[config.mk]
export PLATFORM = sky130hd
export DESIGN_NAME = vdac_core
export DESIGN_NICKNAME = d
export VERILOG_FILES = /design/src/rtl/vdac_pkg.sv /design/src/rtl/vdac_core.sv /design/src/rtl/vdac_code_convert.sv
export VERILOG_INCLUDE_DIRS = /design/src /design/src/rtl
export SDC_FILE = /design/constraint.sdc
export NUM_CORES = 1
export LEC_CHECK = 0
export BUFFER_PORTS_ARGS = -buffer_cell sky130_fd_sc_hd__buf_2
export CAP_MARGIN = 10
export CORE_ASPECT_RATIO = 0.8
export CORE_MARGIN = 5
export CORE_UTILIZATION = 24
export DETAILED_ROUTE_END_ITERATION = 7
export GPL_TIMING_DRIVEN = 0
export PLACE_DENSITY = 0.42
export SLEW_MARGIN = 15
export SYNTH_ARGS = -nofsm -noshare
export SYNTH_HDL_FRONTEND = slang
export SYNTH_SLANG_ARGS = --single-unit
[constraint.sdc]
create_clock -name ref_clk -period 3.35 [get_ports ref_clk]
set_clock_uncertainty 0.2 [all_clocks]
set_input_delay 0.67 -clock ref_clk [delete_from_list [all_inputs] [get_ports ref_clk]]
set_output_delay 0.67 -clock ref_clk [all_outputs]
set_load 0.1 [all_outputs]
[src/rtl/vdac_defs.svh]
`ifndef VDAC_DEFS_SVH
`define VDAC_DEFS_SVH

// Channel count and bus widths.
`define VDAC_NUM_CH         8
`define VDAC_CH_W           3
`define VDAC_ADDR_W         8

// Register byte offsets.
`define VDAC_OFF_STATUS     8'h00
`define VDAC_OFF_CTRL       8'h04
`define VDAC_OFF_CFG_BASE   8'h20
`define VDAC_OFF_RAW_BASE   8'h40
`define VDAC_BLOCK_MASK     8'hE0

// Status byte field positions.
`define VDAC_ST_SELFTEST    0
`define VDAC_ST_SUPPLY      1
`define VDAC_ST_DNV         2

// Control register fields.
`define VDAC_CTRL_CNT_LSB   0
`define VDAC_CTRL_CNT_MSB   3
`define VDAC_CTRL_COMMIT    8
`define VDAC_CTRL_RESET     4'h8

// Channel configuration fields.
`define VDAC_CFG_RNG_LSB    0
`define VDAC_CFG_RNG_MSB    1
`define VDAC_CFG_OPT16      2

// Output codes and limits.
`define VDAC_CODE_ZERO_UNI  16'h0000
`define VDAC_CODE_ZERO_BIP  16'h8000
`define VDAC_CODE_UNI15_MAX 16'hFFFE
`define VDAC_SIGN_FLIP      16'h8000

// Timing.
`define VDAC_CLK_PERIOD_NS  50
`define VDAC_UPDATE_NS      3000000

`endif

[src/rtl/vdac_pkg.sv]
package vdac_pkg;

    // Output range selection per channel.
    typedef enum logic [1:0] {
        RNG_UNI_10,
        RNG_UNI_5,
        RNG_BIP_10,
        RNG_BIP_5
    } range_t;

endpackage

[src/rtl/vdac_core.sv]
// Implementation choices: the register addresses and the APB register port.
`timescale 1ns/1ps
`include "vdac_defs.svh"

module vdac_core #(
    parameter int SLOT_CYCLES = `VDAC_UPDATE_NS / (`VDAC_CLK_PERIOD_NS * `VDAC_NUM_CH)
) (
    input  wire logic                    ref_clk,
    input  wire logic                    sys_rst,
    input  wire logic                    ce,
    input  wire logic                    psel,
    input  wire logic                    penable,
    input  wire logic                    pwrite,
    input  wire logic [`VDAC_ADDR_W-1:0] paddr,
    input  wire logic [31:0]             pwdata,
    output logic      [31:0]             prdata,
    output logic                         pready,
    output logic                         pslverr,
    input  wire logic                    self_test_fail,
    input  wire logic                    supply_absent,
    output logic      [23:0]             status_bits,
    output logic      [15:0]             dac_code,
    output logic      [`VDAC_CH_W-1:0]   dac_chan,
    output logic                         dac_load,
    output logic                         dac_fault
);

    // True when an address is an aligned word inside the given channel block.
    function automatic logic block_hit(input logic [`VDAC_ADDR_W-1:0] a,
                                       input logic [`VDAC_ADDR_W-1:0] base);
        block_hit = ((a & `VDAC_BLOCK_MASK) == base) && (a[1:0] == 2'b00);
    endfunction

    // Out-of-range counts fall back to all channels.
    function automatic logic [3:0] eff_count(input logic [3:0] c);
        eff_count = (c == 4'h0 || c > 4'h8) ? 4'h8 : c;
    endfunction

    logic [15:0]             raw_output_word [`VDAC_NUM_CH];
    vdac_pkg::range_t        ch_range        [`VDAC_NUM_CH];
    logic                    ch_opt16        [`VDAC_NUM_CH];
    logic [3:0]              ch_count;
    logic                    self_test_flag;
    logic                    supply_absent_flag;
    logic                    dnv_flag;
    logic [15:0]             slot_cnt;
    logic [`VDAC_CH_W-1:0]   chan_idx;

    // Bus decode.
    wire                     acc      = psel & penable & ~pready;
    wire                     done     = psel & penable & pready & ce;
    wire                     wr_done  = done & pwrite;
    wire                     hit_st   = (paddr == `VDAC_OFF_STATUS);
    wire                     hit_ctrl = (paddr == `VDAC_OFF_CTRL);
    wire                     hit_cfg  = block_hit(paddr, `VDAC_OFF_CFG_BASE);
    wire                     hit_raw  = block_hit(paddr, `VDAC_OFF_RAW_BASE);
    wire [`VDAC_CH_W-1:0]    idx      = paddr[4:2];
    wire                     mapped   = hit_st | hit_ctrl | hit_cfg | hit_raw;
    wire                     bad      = ~mapped | (pwrite & hit_st);
    wire                     wr_ctrl  = wr_done & hit_ctrl;
    wire                     wr_cfg   = wr_done & hit_cfg;
    wire                     wr_raw   = wr_done & hit_raw;
    wire                     commit   = wr_ctrl & pwdata[`VDAC_CTRL_COMMIT];
    wire                     fault    = self_test_flag | supply_absent_flag;

    // Status image: one flag byte and two reserved bytes.
    wire [23:0] next_status = {16'h0000, 5'h00, dnv_flag,
                               supply_absent_flag, self_test_flag};

    // Update sequencer decode.
    wire [3:0]               n_en      = eff_count(ch_count);
    wire                     slot_end  = (slot_cnt == 16'(SLOT_CYCLES - 1));
    // A count lowered mid pass can leave the pointer past the new end; it restarts
    // at zero so that a disabled channel is never loaded.
    wire [`VDAC_CH_W-1:0]    cur_chan  = ({1'b0, chan_idx} < n_en) ? chan_idx : '0;
    wire                     last_ch   = ({1'b0, cur_chan} == n_en - 4'h1);
    wire [`VDAC_CH_W-1:0]    next_chan = last_ch ? '0 : cur_chan + 3'h1;
    wire [15:0]              conv_code;

    // Read data mux.
    wire [31:0] rd_word = hit_st   ? {8'h00, next_status} :
                          hit_ctrl ? {28'h0, ch_count} :
                          hit_cfg  ? {29'h0, ch_opt16[idx], ch_range[idx]} :
                          hit_raw  ? {16'h0, raw_output_word[idx]} : 32'h0;

    vdac_code_convert u_conv (
        .raw       (raw_output_word[cur_chan]),
        .range_sel (ch_range[cur_chan]),
        .opt16     (ch_opt16[cur_chan]),
        .fault     (fault),
        .dac_code  (conv_code)
    );

    // Slave answers one cycle after the access phase starts.
    always_ff @(posedge ref_clk) begin
        if (sys_rst) begin
            pready  <= 1'b0;
            pslverr <= 1'b0;
            prdata  <= 32'h0;
        end else if (ce) begin
            pready  <= acc;
            pslverr <= acc & bad;
            prdata  <= (acc & ~pwrite) ? rd_word : 32'h0;
        end
    end

    // Channel count and committed-config tracking.
    always_ff @(posedge ref_clk) begin
        if (sys_rst) begin
            ch_count <= `VDAC_CTRL_RESET;
            dnv_flag <= 1'b1;
        end else if (ce) begin
            if (wr_ctrl) begin
                ch_count <= pwdata[`VDAC_CTRL_CNT_MSB:`VDAC_CTRL_CNT_LSB];
            end
            if (commit) begin
                dnv_flag <= 1'b0;
            end else if (wr_ctrl | wr_cfg) begin
                dnv_flag <= 1'b1;
            end
        end
    end

    // Fault flags: self-test failure is sticky, supply follows the pin.
    always_ff @(posedge ref_clk) begin
        if (sys_rst) begin
            self_test_flag     <= 1'b0;
            supply_absent_flag <= 1'b0;
            status_bits        <= 24'h000004;
        end else if (ce) begin
            self_test_flag     <= self_test_flag | self_test_fail;
            supply_absent_flag <= supply_absent;
            status_bits        <= next_status;
        end
    end

    // Per-channel storage; codes are dropped on fault so that recovery
    // starts from zero volts instead of a stale setpoint.
    genvar g;
    generate
        for (g = 0; g < `VDAC_NUM_CH; g++) begin : g_ch
            always_ff @(posedge ref_clk) begin
                if (sys_rst) begin
                    raw_output_word[g] <= 16'h0000;
                    ch_range[g]        <= vdac_pkg::RNG_UNI_10;
                    ch_opt16[g]        <= 1'b0;
                end else if (ce) begin
                    if (fault) begin
                        raw_output_word[g] <= 16'h0000;
                    end else if (wr_raw && idx == g) begin
                        raw_output_word[g] <= pwdata[15:0];
                    end
                    if (wr_cfg && idx == g) begin
                        ch_range[g] <= vdac_pkg::range_t'(pwdata[1:0]);
                        ch_opt16[g] <= pwdata[`VDAC_CFG_OPT16];
                    end
                end
            end
        end
    endgenerate

    // One channel per slot; fewer channels give a shorter full pass.
    always_ff @(posedge ref_clk) begin
        if (sys_rst) begin
            slot_cnt  <= 16'h0000;
            chan_idx  <= '0;
            dac_load  <= 1'b0;
            dac_code  <= 16'h0000;
            dac_chan  <= '0;
            dac_fault <= 1'b0;
        end else if (ce) begin
            slot_cnt <= slot_end ? 16'h0000 : slot_cnt + 16'h0001;
            dac_load <= slot_end;
            if (slot_end) begin
                dac_code  <= conv_code;
                dac_chan  <= cur_chan;
                dac_fault <= fault;
                chan_idx  <= next_chan;
            end
        end
    end

    // Spacing counter between loads, for the update period check.
    logic [15:0] gap_cnt;
    always_ff @(posedge ref_clk) begin
        if (sys_rst || dac_load) begin
            gap_cnt <= 16'h0000;
        end else if (ce) begin
            gap_cnt <= gap_cnt + 16'h0001;
        end
    end
endmodule

[src/rtl/vdac_code_convert.sv]
`timescale 1ns/1ps
`include "vdac_defs.svh"

module vdac_code_convert (
    input  wire logic [15:0]      raw,
    input  wire vdac_pkg::range_t range_sel,
    input  wire logic             opt16,
    input  wire logic             fault,
    output logic      [15:0]      dac_code
);

    // The converter takes offset binary over the full range, so unipolar
    // zero volts is code zero and bipolar zero volts is mid scale.
    wire        bipolar  = (range_sel == vdac_pkg::RNG_BIP_10) ||
                           (range_sel == vdac_pkg::RNG_BIP_5);
    wire [15:0] zero     = bipolar ? `VDAC_CODE_ZERO_BIP : `VDAC_CODE_ZERO_UNI;
    // A 15-bit code above 32767 is out of range; it clamps at full scale.
    wire [15:0] uni15    = raw[15] ? `VDAC_CODE_UNI15_MAX : {raw[14:0], 1'b0};
    wire [15:0] uni16    = raw;
    wire [15:0] bip      = raw ^ `VDAC_SIGN_FLIP;
    wire [15:0] uni_code = opt16 ? uni16 : uni15;
    wire [15:0] live     = bipolar ? bip : uni_code;

    // Fault mode overrides any code with zero volts.
    assign dac_code = fault ? zero : live;

endmodule

; ---- Word-level counts from Yosys, hierarchy flattened
; Memories as Yosys holds them, arrays and structs flattened.
; Cells that the tools add are included.
[classes]
addsub = 3
bitwise = 55
order_cmp = 2
n_eq_ne = 14
mux = 126
reduce_logical = 28
[ops]
columns = cell, count
row1 = $mux 16, 27
row2 = $mux 1, 88
row3 = $or 1x1->1, 39
row4 = $logic_and 1x1->1, 18
row5 = $add 16x1->16 const B, 1
row6 = $eq 16x13->1 const B, 1
row7 = $mux 2, 8
row8 = $and 1x1->1, 12
row9 = $eq 3x3->1 const B, 4
row10 = $eq 3x2->1 const B, 3
row11 = $eq 8x3->1 const B, 1
row12 = $logic_not 8->1, 1
row13 = $eq 3x1->1 const B, 2
row14 = $mux 3, 2
row15 = $reduce_and 2->1, 3
row16 = $eq 2x2->1 const B, 2
row17 = $eq 3x4->1, 1
row18 = $gt 4x4->1 const B, 1
row19 = $logic_not 4->1, 1
row20 = $lt 3x4->1, 1
row21 = $mux 4, 1
row22 = $not 1->1, 4
row23 = $sub 4x1->4 const B, 1
row24 = $add 3x1->3 const B, 1
row25 = 4 further kinds, 5
[totals]
in_bits = 48
elab_cells = 245
ram_bits = 152
memories = 3
ff_bits = 84
[mem_list]
columns = memory, depth, word_bits, rd, rd_clocked_by_memory_dff, write_ports, line
row1 = raw_output_word, 8, 16, 2, 0, 8, vdac_core.sv:39  ; logic [15:0] raw_output_word [`VDAC_NUM_CH];
row2 = ch_range, 8, 2, 2, 0, 8, vdac_core.sv:40  ; vdac_pkg::range_t ch_range [`VDAC_NUM_CH];
row3 = ch_opt16, 8, 1, 2, 0, 8, vdac_core.sv:41  ; logic ch_opt16 [`VDAC_NUM_CH];

; ---- Depth between registers and ports, before layout
; Gate-level depths: netlist of the first run.
[depth]
depth_word = 12
depth_mapped = 13
ltp_nobuf = 10

; ---- Modules after synthesis
; A second synthesis of the first run with hierarchy kept.
[hier_totals]
hier_cells = 1129
hier_area_um2 = 12195.4
[modules_own_cells]
columns = module, area_per_inst_um2, cells_per_inst, n_inst
row1 = vdac_core, 11838.9, 1072, 1
row2 = vdac_code_convert, 356.6, 57, 1

; ---- Least setup slack after synthesis of the first run
; Ideal clock, no wire load.
[synth_timing]
kind = reg2reg
start = reg pready
end = mem raw_output_word[5][0] (enable)
arrival_ns = 3.204
stages_incl_launch_ff = 6
setup_time_ns = 0.411
synth_period_minus_slack_ns = 3.815
path_buffers = 0
path_slack_ns = -0.465
cell_sequence = dfxtp_1 nand2_1 or3_4 nor4_4 nand2_2 o21ai_0
[synth_lines]
columns = item, line
row1 = start: declaration, vdac_core.sv:17  ; output logic pready,
row2 = start signal: assignment, vdac_core.sv:97  ; pready <= 1'b0;
row3 = start signal: assignment, vdac_core.sv:101  ; pready <= acc;
row4 = end: declaration, vdac_core.sv:39

; ---- Worst setup path after layout of the first run
[layout_timing]
start = reg ch_count[3]
end = reg dac_code[2]
[layout_between]
elab_chain_len = 10
[layout_rtl]
columns = item, line
row1 = start: declaration, vdac_core.sv:42  ; logic [3:0] ch_count;
row2 = start signal: assignment, vdac_core.sv:110  ; ch_count <= `VDAC_CTRL_RESET;
row3 = start signal: assignment, vdac_core.sv:114  ; ch_count <= pwdata[`VDAC_CTRL_CNT_MSB:`VDAC_CTRL_CNT_LSB];
row4 = $gt 4x4->1 or $logic_not 4->1 (tied branches), vdac_core.sv:36  ; eff_count = (c == 4'h0 || c > 4'h8) ? 4'h8 : c;
row5 = $logic_or 1x1->1, vdac_core.sv:36
row6 = $mux 4 (*), vdac_core.sv:36
row7 = $lt 3x4->1 (*), vdac_core.sv:75  ; wire [`VDAC_CH_W-1:0] cur_chan = ({1'b0, chan_idx} < n_en) ? chan_idx : '0;
row8 = $mux 3 (*), vdac_core.sv:75
row9 = $mem_v2 8x16 or $mem_v2 8x2 (tied branches), -
row10 = "$mux 16, or another cell as far along", vdac_code_convert.sv:18  ; wire [15:0] uni15 = raw[15] ? `VDAC_CODE_UNI15_MAX : {raw[14:0], 1'b0};
row11 = $mux 16 or $logic_or 1x1->1 (tied branches), "vdac_code_convert.sv:21, vdac_code_convert.sv:14"
row12 = $mux 16 (*), vdac_code_convert.sv:22  ; wire [15:0] live = bipolar ? bip : uni_code;
row13 = $mux 16 (*), vdac_code_convert.sv:25  ; assign dac_code = fault ? zero : live;
row14 = end signal: assignment, vdac_core.sv:175  ; dac_code <= conv_code;
row15 = end: declaration, vdac_core.sv:22  ; output logic [15:0] dac_code,
; Mark *: on every way between the ends. The rest lies on a longest branch, timed or not.
; A chain may end at the register's enable or synchronous reset.

==> metrics, run 1 <==
status completed; filler instances 4,985; Nets 1,254; core area 48,600 um^2; CTS H-tree lvls 1; io pins 127; layout cells sized above 1 0.243; clock insertion delay at the later pin of the skew report 0.55 ns; CTS Buf Count 27; Cell Pwr Density 471 nW/um^2; Critical R2R Capture dac_code[2]; Peak VDD IR 0.315 mV; largest net degree at the start of global routing 17; GRT overflow 0; worst hold path class in2reg; Pleak 5.42 nW; period utilization 0.992; CP arrival 3.57 ns; worst hold stages 3; clock net sink count 220; WL per Instance 23.5 um; placed inst area 13,200 um^2; routed wire length 43,400 um; element type at the critical path start flop; CP Max Fanout 10; Max Freq 301 MHz; first-pass GRT wire length 62,600 um; Final Util 0.295; die width 258 um; HPWL Detailed 31,000 um; ys flop type edfxtp_1; YS warnings 0; worst-case clock buffer depth 3; Post-Syn Area 11,800 um^2; #FFs+latches synth 220; Slew Limit Headroom 0.181; row count 72; number of synthesized flops with an enable pin 152; Period minus WS final 3.32 ns; DRC 0; Mapped Cells 1,055; dominant cell type by area after synthesis edfxtp_1; WHS Endpoint supply_absent_flag; vias 9,154; Crit Path Class reg2reg; TritonCTS clock tree done; gpl congestion 0.837; Starting Density 0.244; worst r2r src ch_count[3]; antenna violations before repair 4; max-slew violation count 0; hold path startpoint supply_absent; Routed Antenna Nets 0; die area 53,800 um^2; Synth area leaders edfxtp_1 (39%), dfxtp_1 (12%), mux4_2 (7.6%), and2_1 (5.7%), mux2i_1 (4.1%); final hold slack 0.174 ns; Final Instance Area 14,300 um^2; Finish-stage setup viols 0; count of different cell masters after synthesis 77; Slew @ Worst Pin 1.23 ns; via/cell ratio 4.95; ys async rst share 0; First-pass DRT Iterations 5; vias in the first global route 9,100; hold-fix buffers at CTS 0; drt first-iter violations 955; Reg clk slew, reported paths 0.06 ns; post-synthesis sequential area ratio 0.501; reg2reg path depth 12; R2R setup slack 0.03 ns; GRT Util Overall 0.155; Worst EP required 3.59 ns; synth-to-layout area growth 21.2%; Die Y 209 um; MaxCap Viol Count 0; port buffer count 69; Setup crit end kind flop; share of the synthesized area in the top cell type 0.386; mean post-synth cell area 11.2 um^2; Final Hold Viols 0; root buf cell clkbuf_16
==> where the power goes <==
part	internal, W	total (W)	switching (W)
logic	0.000205	0.000727	0.000522
registers	0.00301	0.00307	0.0000682
clock network	0.00176	0.00296	0.00120
==> metal layers <==
layer  global-route usage  routed length, um  part of all wire
met4               0.0387               1100             0.025
met1                0.230              20300              0.47
met5                    0                 55            0.0013
met3               0.0364               3730             0.086
met2                0.229              18200              0.42
==> layout by cell type, fill, tap and decap left out, drive strengths merged, types with 13 or more instances in the layout <==
| cell | netlist | routed |
|---|---|---|
| clkbuf | 49 | 81 |
| mux2i | 48 | 48 |
| buf | 63 | 147 |
| mux4 | 40 | 40 |
| nor3 | 13 | 13 |
| o21ai | 61 | 61 |
| a21oi | 29 | 29 |
| dfxtp | 68 | 68 |
| and2 | 107 | 107 |
| and3 | 34 | 34 |
| nand3 | 25 | 25 |
| conb | 1 | 37 |
| a32oi | 14 | 14 |
| a22oi | 15 | 15 |
| a32o | 17 | 17 |
| edfxtp | 152 | 152 |
| nand2 | 68 | 68 |
| o211ai | 13 | 13 |
| nor2 | 99 | 99 |
==> per-stage QoR <==
stage / setup WS [ns] / total power (W) / setup TNS (ns) / cells
final: 0.0267 / 0.00676 / 0 / 1850
after global routing: -0.0226 / 0.00696 / -0.0565 / 1849
after CTS: 0.0213 / 0.00680 / 0 / 1842
after floorplan: -0.0372 / 0.00360 / -1.78 / 1091
after detailed placement: -1.05 / 0.00384 / -125.60 / 1793
after global placement: -1.49 / 0.00383 / -183.51 / 1789
==> how the worst max path moves through the flow <==
stage	start	to	slack [ns]	depth (start not counted)
2_1_floorplan	pready	raw_output_word[5][0]	-0.04	5
3_3_place_gp	paddr[5]	raw_output_word[7][7]	-1.49	6
3_5_place_dp	paddr[2]	raw_output_word[3][7]	-1.05	5
4_1_cts	chan_idx[0]	dac_code[5]	0.02	8
5_1_grt	ch_count[3]	dac_code[14]	-0.02	12
6_report	ch_count[3]	dac_code[2]	0.03	12
==> layout make-up <==
cell class | count | area [um^2] | share of cell area
clock inverters | 13 | 115 | 0.00803
multi-input cells | 748 | 5570 | 0.389
repair buffers | 81 | 475 | 0.0332
well taps | 629 | 787 | 0.0549
diodes | 1 | 2.50 | 0.000175
flip-flops and latches | 220 | 5930 | 0.413
inverters | 11 | 41.3 | 0.00288
plain buffers | 112 | 648 | 0.0452
clock buffers | 35 | 771 | 0.0538
==> logic make-up (layout without fill, tap and decap cells) <==
| group | after synthesis | in the layout | share of synthesized area |
|---|---|---|---|
| flip-flops | 220 | 220 | 0.501 |
| adder cells (fa/ha/maj) | 5 | 5 | 0.00529 |
| XOR/XNOR | 19 | 19 | 0.0141 |
| AO/OA/AOI/OAI | 194 | 194 | 0.118 |
| multiplexers | 89 | 89 | 0.118 |
| AND/OR/NAND/NOR | 404 | 404 | 0.188 |
| buffers and inverters | 123 | 252 | 0.0555 |
| other | 1 | 38 | 0.000317 |
==> state kept, by name, summed over array words and instances, names as in the netlist <==
signal	flops
ch_range	16
ch_count	4
self_test_flag	1
pslverr	1
chan_idx	3
slot_cnt	16
pready	1
prdata	16
dac_chan	3
dac_fault	1
dac_load	1
dac_code	16
status_bits	3
ch_opt16	8
dnv_flag	1
raw_output_word	128
supply_absent_flag	1
==> cell usage after synthesis, types with 3 or more instances <==
library cell	count
xnor2_1	10
buf_1	5
ha_1	5
xor2_1	9
o21ai_1	4
o21ai_0	54
a32o_1	17
a211oi_1	3
clkbuf_1	49
nor4_1	3
o221ai_1	12
a32oi_1	14
nor3_4	3
a22oi_1	15
mux2i_1	48
nand2b_1	11
nand4_1	5
and2_1	107
nor3_1	9
nor2b_1	4
buf_4	39
edfxtp_1	152
nand3_1	25
mux4_2	40
nand4b_1	12
and3_1	34
a21oi_1	28
nand2_1	66
buf_6	4
o211ai_1	13
inv_1	10
dfxtp_1	68
nor4bb_1	3
or2_2	5
o21bai_1	7
buf_2	15
nor2_1	97
==> worst max-delay path, stage by stage, from the launching register on <==
cell      delay (ns)
dfxtp_1         0.33
buf_4           0.18
nand2b_1        0.18
ha_1            0.33
o21ai_4         0.10
o21a_1          0.21
buf_6           0.16
buf_4           0.19
o21ai_0         0.26
a32oi_1         0.12
o221ai_1        0.52
nand3_1         0.15
a32o_1          0.27
==> what timing repair did <==
| action | CTS | global route |
|---|---|---|
| endpoints found under the setup margin | 135 | 158 |
| pin swaps | 1 | 6 |
| setup buffers | 1 | 7 |
| endpoints found under the hold margin | 0 | 0 |
| resized for setup | 24 | 35 |
No activity file was read; power rests on OpenSTA's default activity.
==> run 2: changes to the inputs <==
--- a/config.mk
+++ b/config.mk
@@ -10,10 +10,10 @@
 export CAP_MARGIN = 10
 export CORE_ASPECT_RATIO = 0.8
 export CORE_MARGIN = 5
-export CORE_UTILIZATION = 24
+export CORE_UTILIZATION = 39
 export DETAILED_ROUTE_END_ITERATION = 7
 export GPL_TIMING_DRIVEN = 0
-export PLACE_DENSITY = 0.42
+export PLACE_DENSITY = 0.6
 export SLEW_MARGIN = 15
 export SYNTH_ARGS = -nofsm -noshare
 export SYNTH_HDL_FRONTEND = slang
==> run 2 against run 1 <==
  * Sequential share of layout area increased by 1.1 points
  * Critical endpoint is now dac_code[12]
  * Register-to-register slack gained 0.09 ns
  * Critical path depth up 1
  * Global-route usage up 5.8 points
  * Hold slack improved by 0.015 ns
  * Non-clock buffer count is 2 lower
  * Combinational power shrank 3.3%
  * Largest power group unchanged
  * Count of clock-buffer cells in the layout down 5
  * First-iteration DRC count up 23%
  * Maximum frequency up 2.7%
  * Highest routed layer is now met4
  * Largest cell class unchanged
==> metrics, run 2 (same netlist as run 1, synthesis figures left out) <==
GRT overflow 0; die width 205 um; layout cells sized above 1 0.233; Crit Path Class reg2reg; Max stage delay on crit path 0.39 ns; DRC 0; Final Hold Viols 0; layer with the highest usage met1; Die Y 166 um; slowest CP cell dfxtp_1; CP Max Fanout 10; Setup Total Neg Slack 0 ns; hold-fix buffers at CTS 0; Slew Limit Headroom 0.322; synth-to-layout area growth 18.0%; io pins 127; Period minus WS final 3.23 ns; Layout Cells excl Fill 1,629; first-pass GRT wire length 56,300 um; clock net sink count 220; gpl congestion 0.935; worst-case clock buffer depth 3; GRT Util Overall 0.214; DP Cell Count 1,574; max-slew violation count 0; met3 GRT Util 0.0603; routed wire length 37,300 um; status completed; WL per Instance 22.9 um; Routed Antenna Nets 0; TritonCTS clock tree done; Reg with most FFs raw_output_word; vias 9,167; Cell Pwr Density 479 nW/um^2; row count 57; Sw Ratio 0.255; HPWL Detailed 27,700 um; First-pass DRT Iterations 6; port buffer count 69; element type at the critical path start flop; worst r2r src ch_count[3]; Reg clk slew, reported paths 0.06 ns; CTS H-tree lvls 1; Critical R2R Capture dac_code[12]; Peak VDD IR 0.375 mV; Pleak 5.36 nW; R2R setup slack 0.12 ns; Clock Power Share 0.435; worst hold stages 3; Largest register FFs 128; drt first-iter violations 1,174; Crit path top cell by count buf_6; largest net degree at the start of global routing 17; Max Freq 309 MHz; Slew @ Worst Pin 1.02 ns; CP arrival 3.46 ns; Worst EP required 3.57 ns; MaxCap Viol Count 0; Flop pwr share 0.460; Pint 0.00498 W; most frequent cells in the layout edfxtp_1 (152), and2_1 (107), nor2_1 (96); crit-path leading delay family compound AO/OA/AOI/OAI gates; met2 usage 0.301; post-route setup slack 0.116 ns; WHS Endpoint self_test_flag; Finish-stage setup viols 0; CP Cell Sequence buf_6, nand2b_1, ha_2, nor4b_4, buf_4, o21a_1, buf_6, buf_2, o211ai_1, a32oi_1, o221ai_2, nand3_1, a32o_1; worst hold path class in2reg; period utilization 0.965; worst slack at placement -0.905 ns; root buf cell clkbuf_16; clock insertion delay at the later pin of the skew report 0.53 ns; die area 33,900 um^2; most common cell after layout, fill and taps aside edfxtp_1; Setup crit end kind flop; Gate power share 0.105; core area 30,200 um^2; vias in the first global route 8,827; Starting Density 0.392; switching power 0.00170 W; via/cell ratio 5.63; grt met1 use 0.329; antenna violations before repair 0; sum of buffers and inverters on the critical path 4; diode count 0; CTS Buf Count 25; hold path startpoint self_test_fail; reg2reg path depth 13; Nets 1,250
==> run 2: power by group through the flow <==
| stage | registers, W | clock network (W) | logic [W] |
|---|---|---|---|
| floorplan | 0.00311 | 0 | 0.000492 |
| global placement | 0.00313 | 0 | 0.000671 |
| finish | 0.00308 | 0.00291 | 0.000703 |
| CTS | 0.00307 | 0.00293 | 0.000689 |
| detailed placement | 0.00313 | 0 | 0.000684 |
| global route | 0.00308 | 0.00303 | 0.000740 |
==> run 2: worst max-delay path by stage <==
stage	start	endpoint	slack, ns	depth (start not counted)
global placement	paddr[3]	raw_output_word[3][10]	-0.90	5
floorplan	pready	raw_output_word[5][0]	-0.04	5
finish	ch_count[3]	dac_code[12]	0.12	13
detailed placement	paddr[2]	raw_output_word[3][9]	-0.90	5
global route	ch_count[3]	dac_code[6]	-0.0009	13
CTS	ch_count[3]	dac_code[12]	0.003	13
==> run 2: cell type report <==
class	instances	area, um^2
plain buffers	112	636
clock buffers	30	654
clock inverters	16	209
fillers	2798	16200
inverters	11	41.3
multi-input cells	748	5530
flip-flops and latches	220	5930
well taps	413	517
repair buffers	79	440
==> run 2: per-stage QoR <==
stage	area (um^2)	util	power, W	hold slack (ns)
after floorplan	12000	-	0.00360	0.263
after global placement	12800	0.425	0.00380	0.247
after detailed placement	12900	0.426	0.00381	0.254
after CTS	13900	0.459	0.00669	0.183
after global routing	14000	0.463	0.00686	0.221
final	14000	0.463	0.00669	0.190
==> run 2: repair_timing <==
item | in CTS | in global routing
hold endpoints to repair | 0 | 0
resized for setup | 19 | 21
setup endpoints to repair | 63 | 132
pin swaps | 3 | 7
setup buffers | 4 | 5
cloned | 0 | 0
==> run 2: routing by layer <==
layer,vias to the layer above,routed length (um)
met5,-,0
met4,0,736
met3,60,4400
met2,479,15200
met1,4469,17000
li1,4159,-
==> run 2: worst min-delay path, cell delays in order <==
cell and delay [ns]:
buf_2 0.08, a21oi_1 0.06, nor2_1 0.07
==> run 3: changes to the inputs <==
--- a/config.mk
+++ b/config.mk
@@ -7,8 +7,7 @@
 export NUM_CORES = 1
 export LEC_CHECK = 0
 export BUFFER_PORTS_ARGS = -buffer_cell sky130_fd_sc_hd__buf_2
-export CAP_MARGIN = 10
-export CORE_ASPECT_RATIO = 0.8
+export CAP_MARGIN = 5
 export CORE_MARGIN = 5
 export CORE_UTILIZATION = 39
 export DETAILED_ROUTE_END_ITERATION = 7
==> constraint.sdc (replaced) <==
create_clock -name ref_clk -period 2.8 [get_ports ref_clk]
set_clock_uncertainty 0.2 [all_clocks]
set_input_delay 0.56 -clock ref_clk [delete_from_list [all_inputs] [get_ports ref_clk]]
set_output_delay 0.56 -clock ref_clk [all_outputs]
set_load 0.1 [all_outputs]
==> run 3 against run 2 <==
  * The flow now finishes with violations (negative setup slack)
  * Sequential share of layout area fell by 2.0 points
  * Via count rose by 0.68%
  * Combinational power rose by 27%
  * First-iteration DRC count fell by 8.7%
  * Worst setup slack got worse by 0.14 ns
  * Global-route usage fell by 0.28 points
  * Flip-flop and latch count did not move
  * Critical path type unchanged
  * Largest cell class is now multi-input combinational cells
==> metrics, run 3 (same netlist as run 1, synthesis figures left out) <==
worst slack at placement -0.941 ns; CP Cell Sequence buf_2, nor2b_1, a221o_1, o21ai_4, a22o_4, or3_4, buf_6, a32o_1; Slew Limit Headroom 0.378; vias 9,229; TritonCTS clock tree done; Largest register FFs 128; antenna violations before repair 0; Max Freq 354 MHz; CTS H-tree lvls 1; CP arrival 3.04 ns; area taken by multi-input logic gates 5980 um^2; reg2reg path depth 8; Critical Path Source chan_idx[1]; Slew @ Worst Pin 0.933 ns; period utilization 1.01; Pint 0.00564 W; Pleak 5.66 nW; Critical R2R Capture dac_code[0]; Nets 1,281; Finish-stage setup viols 7; CTS Buf Count 24; switching power 0.00201 W; layout cells sized above 1 0.299; Gate power share 0.117; Max stage delay on crit path 0.44 ns; worst-case clock buffer depth 3; Cell Pwr Density 522 nW/um^2; clock insertion delay at the later pin of the skew report 0.53 ns; most frequent cells in the layout edfxtp_1 (152), and2_1 (107), nor2_1 (91); worst hold path class in2reg; Die Y 184 um; WL per Instance 22.3 um; Sw Ratio 0.263; element type at the critical path start flop; first-pass GRT wire length 55,500 um; CP Max Fanout 7; Period minus WS final 2.82 ns; slowest CP cell nor2b_1; RSZ-0062 raised after global routing true; HPWL Detailed 26,300 um; Starting Density 0.397; gpl congestion 0.899; diode count 0; routed wire length 36,400 um; filler instances 2,650; CP endpoint dac_code[0]; First-pass DRT Iterations 5; Crit Path Class reg2reg; Levels on crit path 8; Setup crit end kind flop; worst r2r src chan_idx[1]; MaxCap Viol Count 0; die width 184 um; status complete, but fails checks; sum of buffers and inverters on the critical path 2; total area of sequential cells 5930 um^2; Worst EP required 3.01 ns; io pins 127; Peak VDD IR 0.340 mV; failing checks negative setup slack; DRC 0; drt first-iter violations 1,072; GRT overflow 0; GRT Util Overall 0.211; Final Hold Viols 0; most common cell after layout, fill and taps aside edfxtp_1; post-route setup slack -0.0232 ns; Flop pwr share 0.480; crit-path leading delay family compound AO/OA/AOI/OAI gates; row count 63; Routed Antenna Nets 0; die area 33,900 um^2; Reg clk slew, reported paths 0.07 ns; max-slew violation count 0; core area 29,800 um^2; largest net degree at the start of global routing 17; via/cell ratio 5.64; root buf cell clkbuf_16; Clock Power Share 0.403; Reg with most FFs raw_output_word; vias in the first global route 9,145; R2R setup slack -0.02 ns; clock net sink count 220; port buffer count 69; hold-fix buffers at CTS 0; final hold slack 0.0765 ns; synth-to-layout area growth 24.1%
run 3: worst min path at each step:
| stage | startpoint | to | slack [ns] | cells past startpoint |
|---|---|---|---|---|
| global route | supply_absent | supply_absent_flag | 0.09 | 3 |
| finish | supply_absent | supply_absent_flag | 0.08 | 3 |
| CTS | supply_absent | supply_absent_flag | 0.07 | 3 |
| floorplan | dnv_flag | status_bits[2] | 0.26 | 1 |
| detailed placement | dac_code[9] | dac_code[9] | 0.25 | 1 |
| global placement | dac_code[9] | dac_code[9] | 0.25 | 1 |
run 3: layer usage:
layer | global-route usage | vias to the layer above | wire length (um) | part of all wire
met5 | 0 | - | 0 | 0
met4 | 0.0772 | 0 | 1400 | 0.039
met3 | 0.0513 | 96 | 3680 | 0.10
met2 | 0.322 | 459 | 16100 | 0.44
met1 | 0.293 | 4460 | 15200 | 0.42
li1 | - | 4214 | - | -
run 3: power by group through the flow:
stage	Sequential [W]	Clock, W	Combinational, W
2_1_floorplan	0.00372	0	0.000593
3_3_place_gp	0.00373	0	0.000801
3_5_place_dp	0.00374	0	0.000813
4_1_cts	0.00367	0.00313	0.000878
5_1_grt	0.00369	0.00326	0.000940
6_report	0.00368	0.00308	0.000896
run 3: through the flow:
stage | setup TNS, ns | area (um^2) | utilization | power, W | std cells
2_1_floorplan | -0.920 | 12000 | - | 0.00431 | 1091
3_3_place_gp | -174.80 | 12900 | 0.431 | 0.00453 | 1550
5_1_grt | -1.28 | 14700 | 0.493 | 0.00789 | 1636
3_5_place_dp | -180.21 | 12900 | 0.432 | 0.00455 | 1551
4_1_cts | -0.313 | 14500 | 0.486 | 0.00768 | 1632
6_report | -0.0845 | 14700 | 0.493 | 0.00766 | 1636
run 3: final cells by class:
class,instances,area share
plain buffers,109,0.0465
clock buffers,38,0.0495
clock inverters,6,0.00196
inverters,11,0.00281
multi-input cells,749,0.408
flip-flops and latches,220,0.404
well taps,390,0.0332
repair buffers,113,0.0541
run 3: repair_timing:
action,CTS,global route
setup endpoints to repair,213,170
cloned,3,1
setup buffers,35,6
resized for setup,113,49
hold endpoints to repair,0,0
pin swaps,51,29
run 3: worst register-to-register path, delay by kind of cell (launching register included):
kind	cells	cell delay (ns)
AO/OA/AOI/OAI	4	0.86
buffers and inverters	2	0.42
flip-flops	1	0.37
AND/OR/NAND/NOR	2	0.86
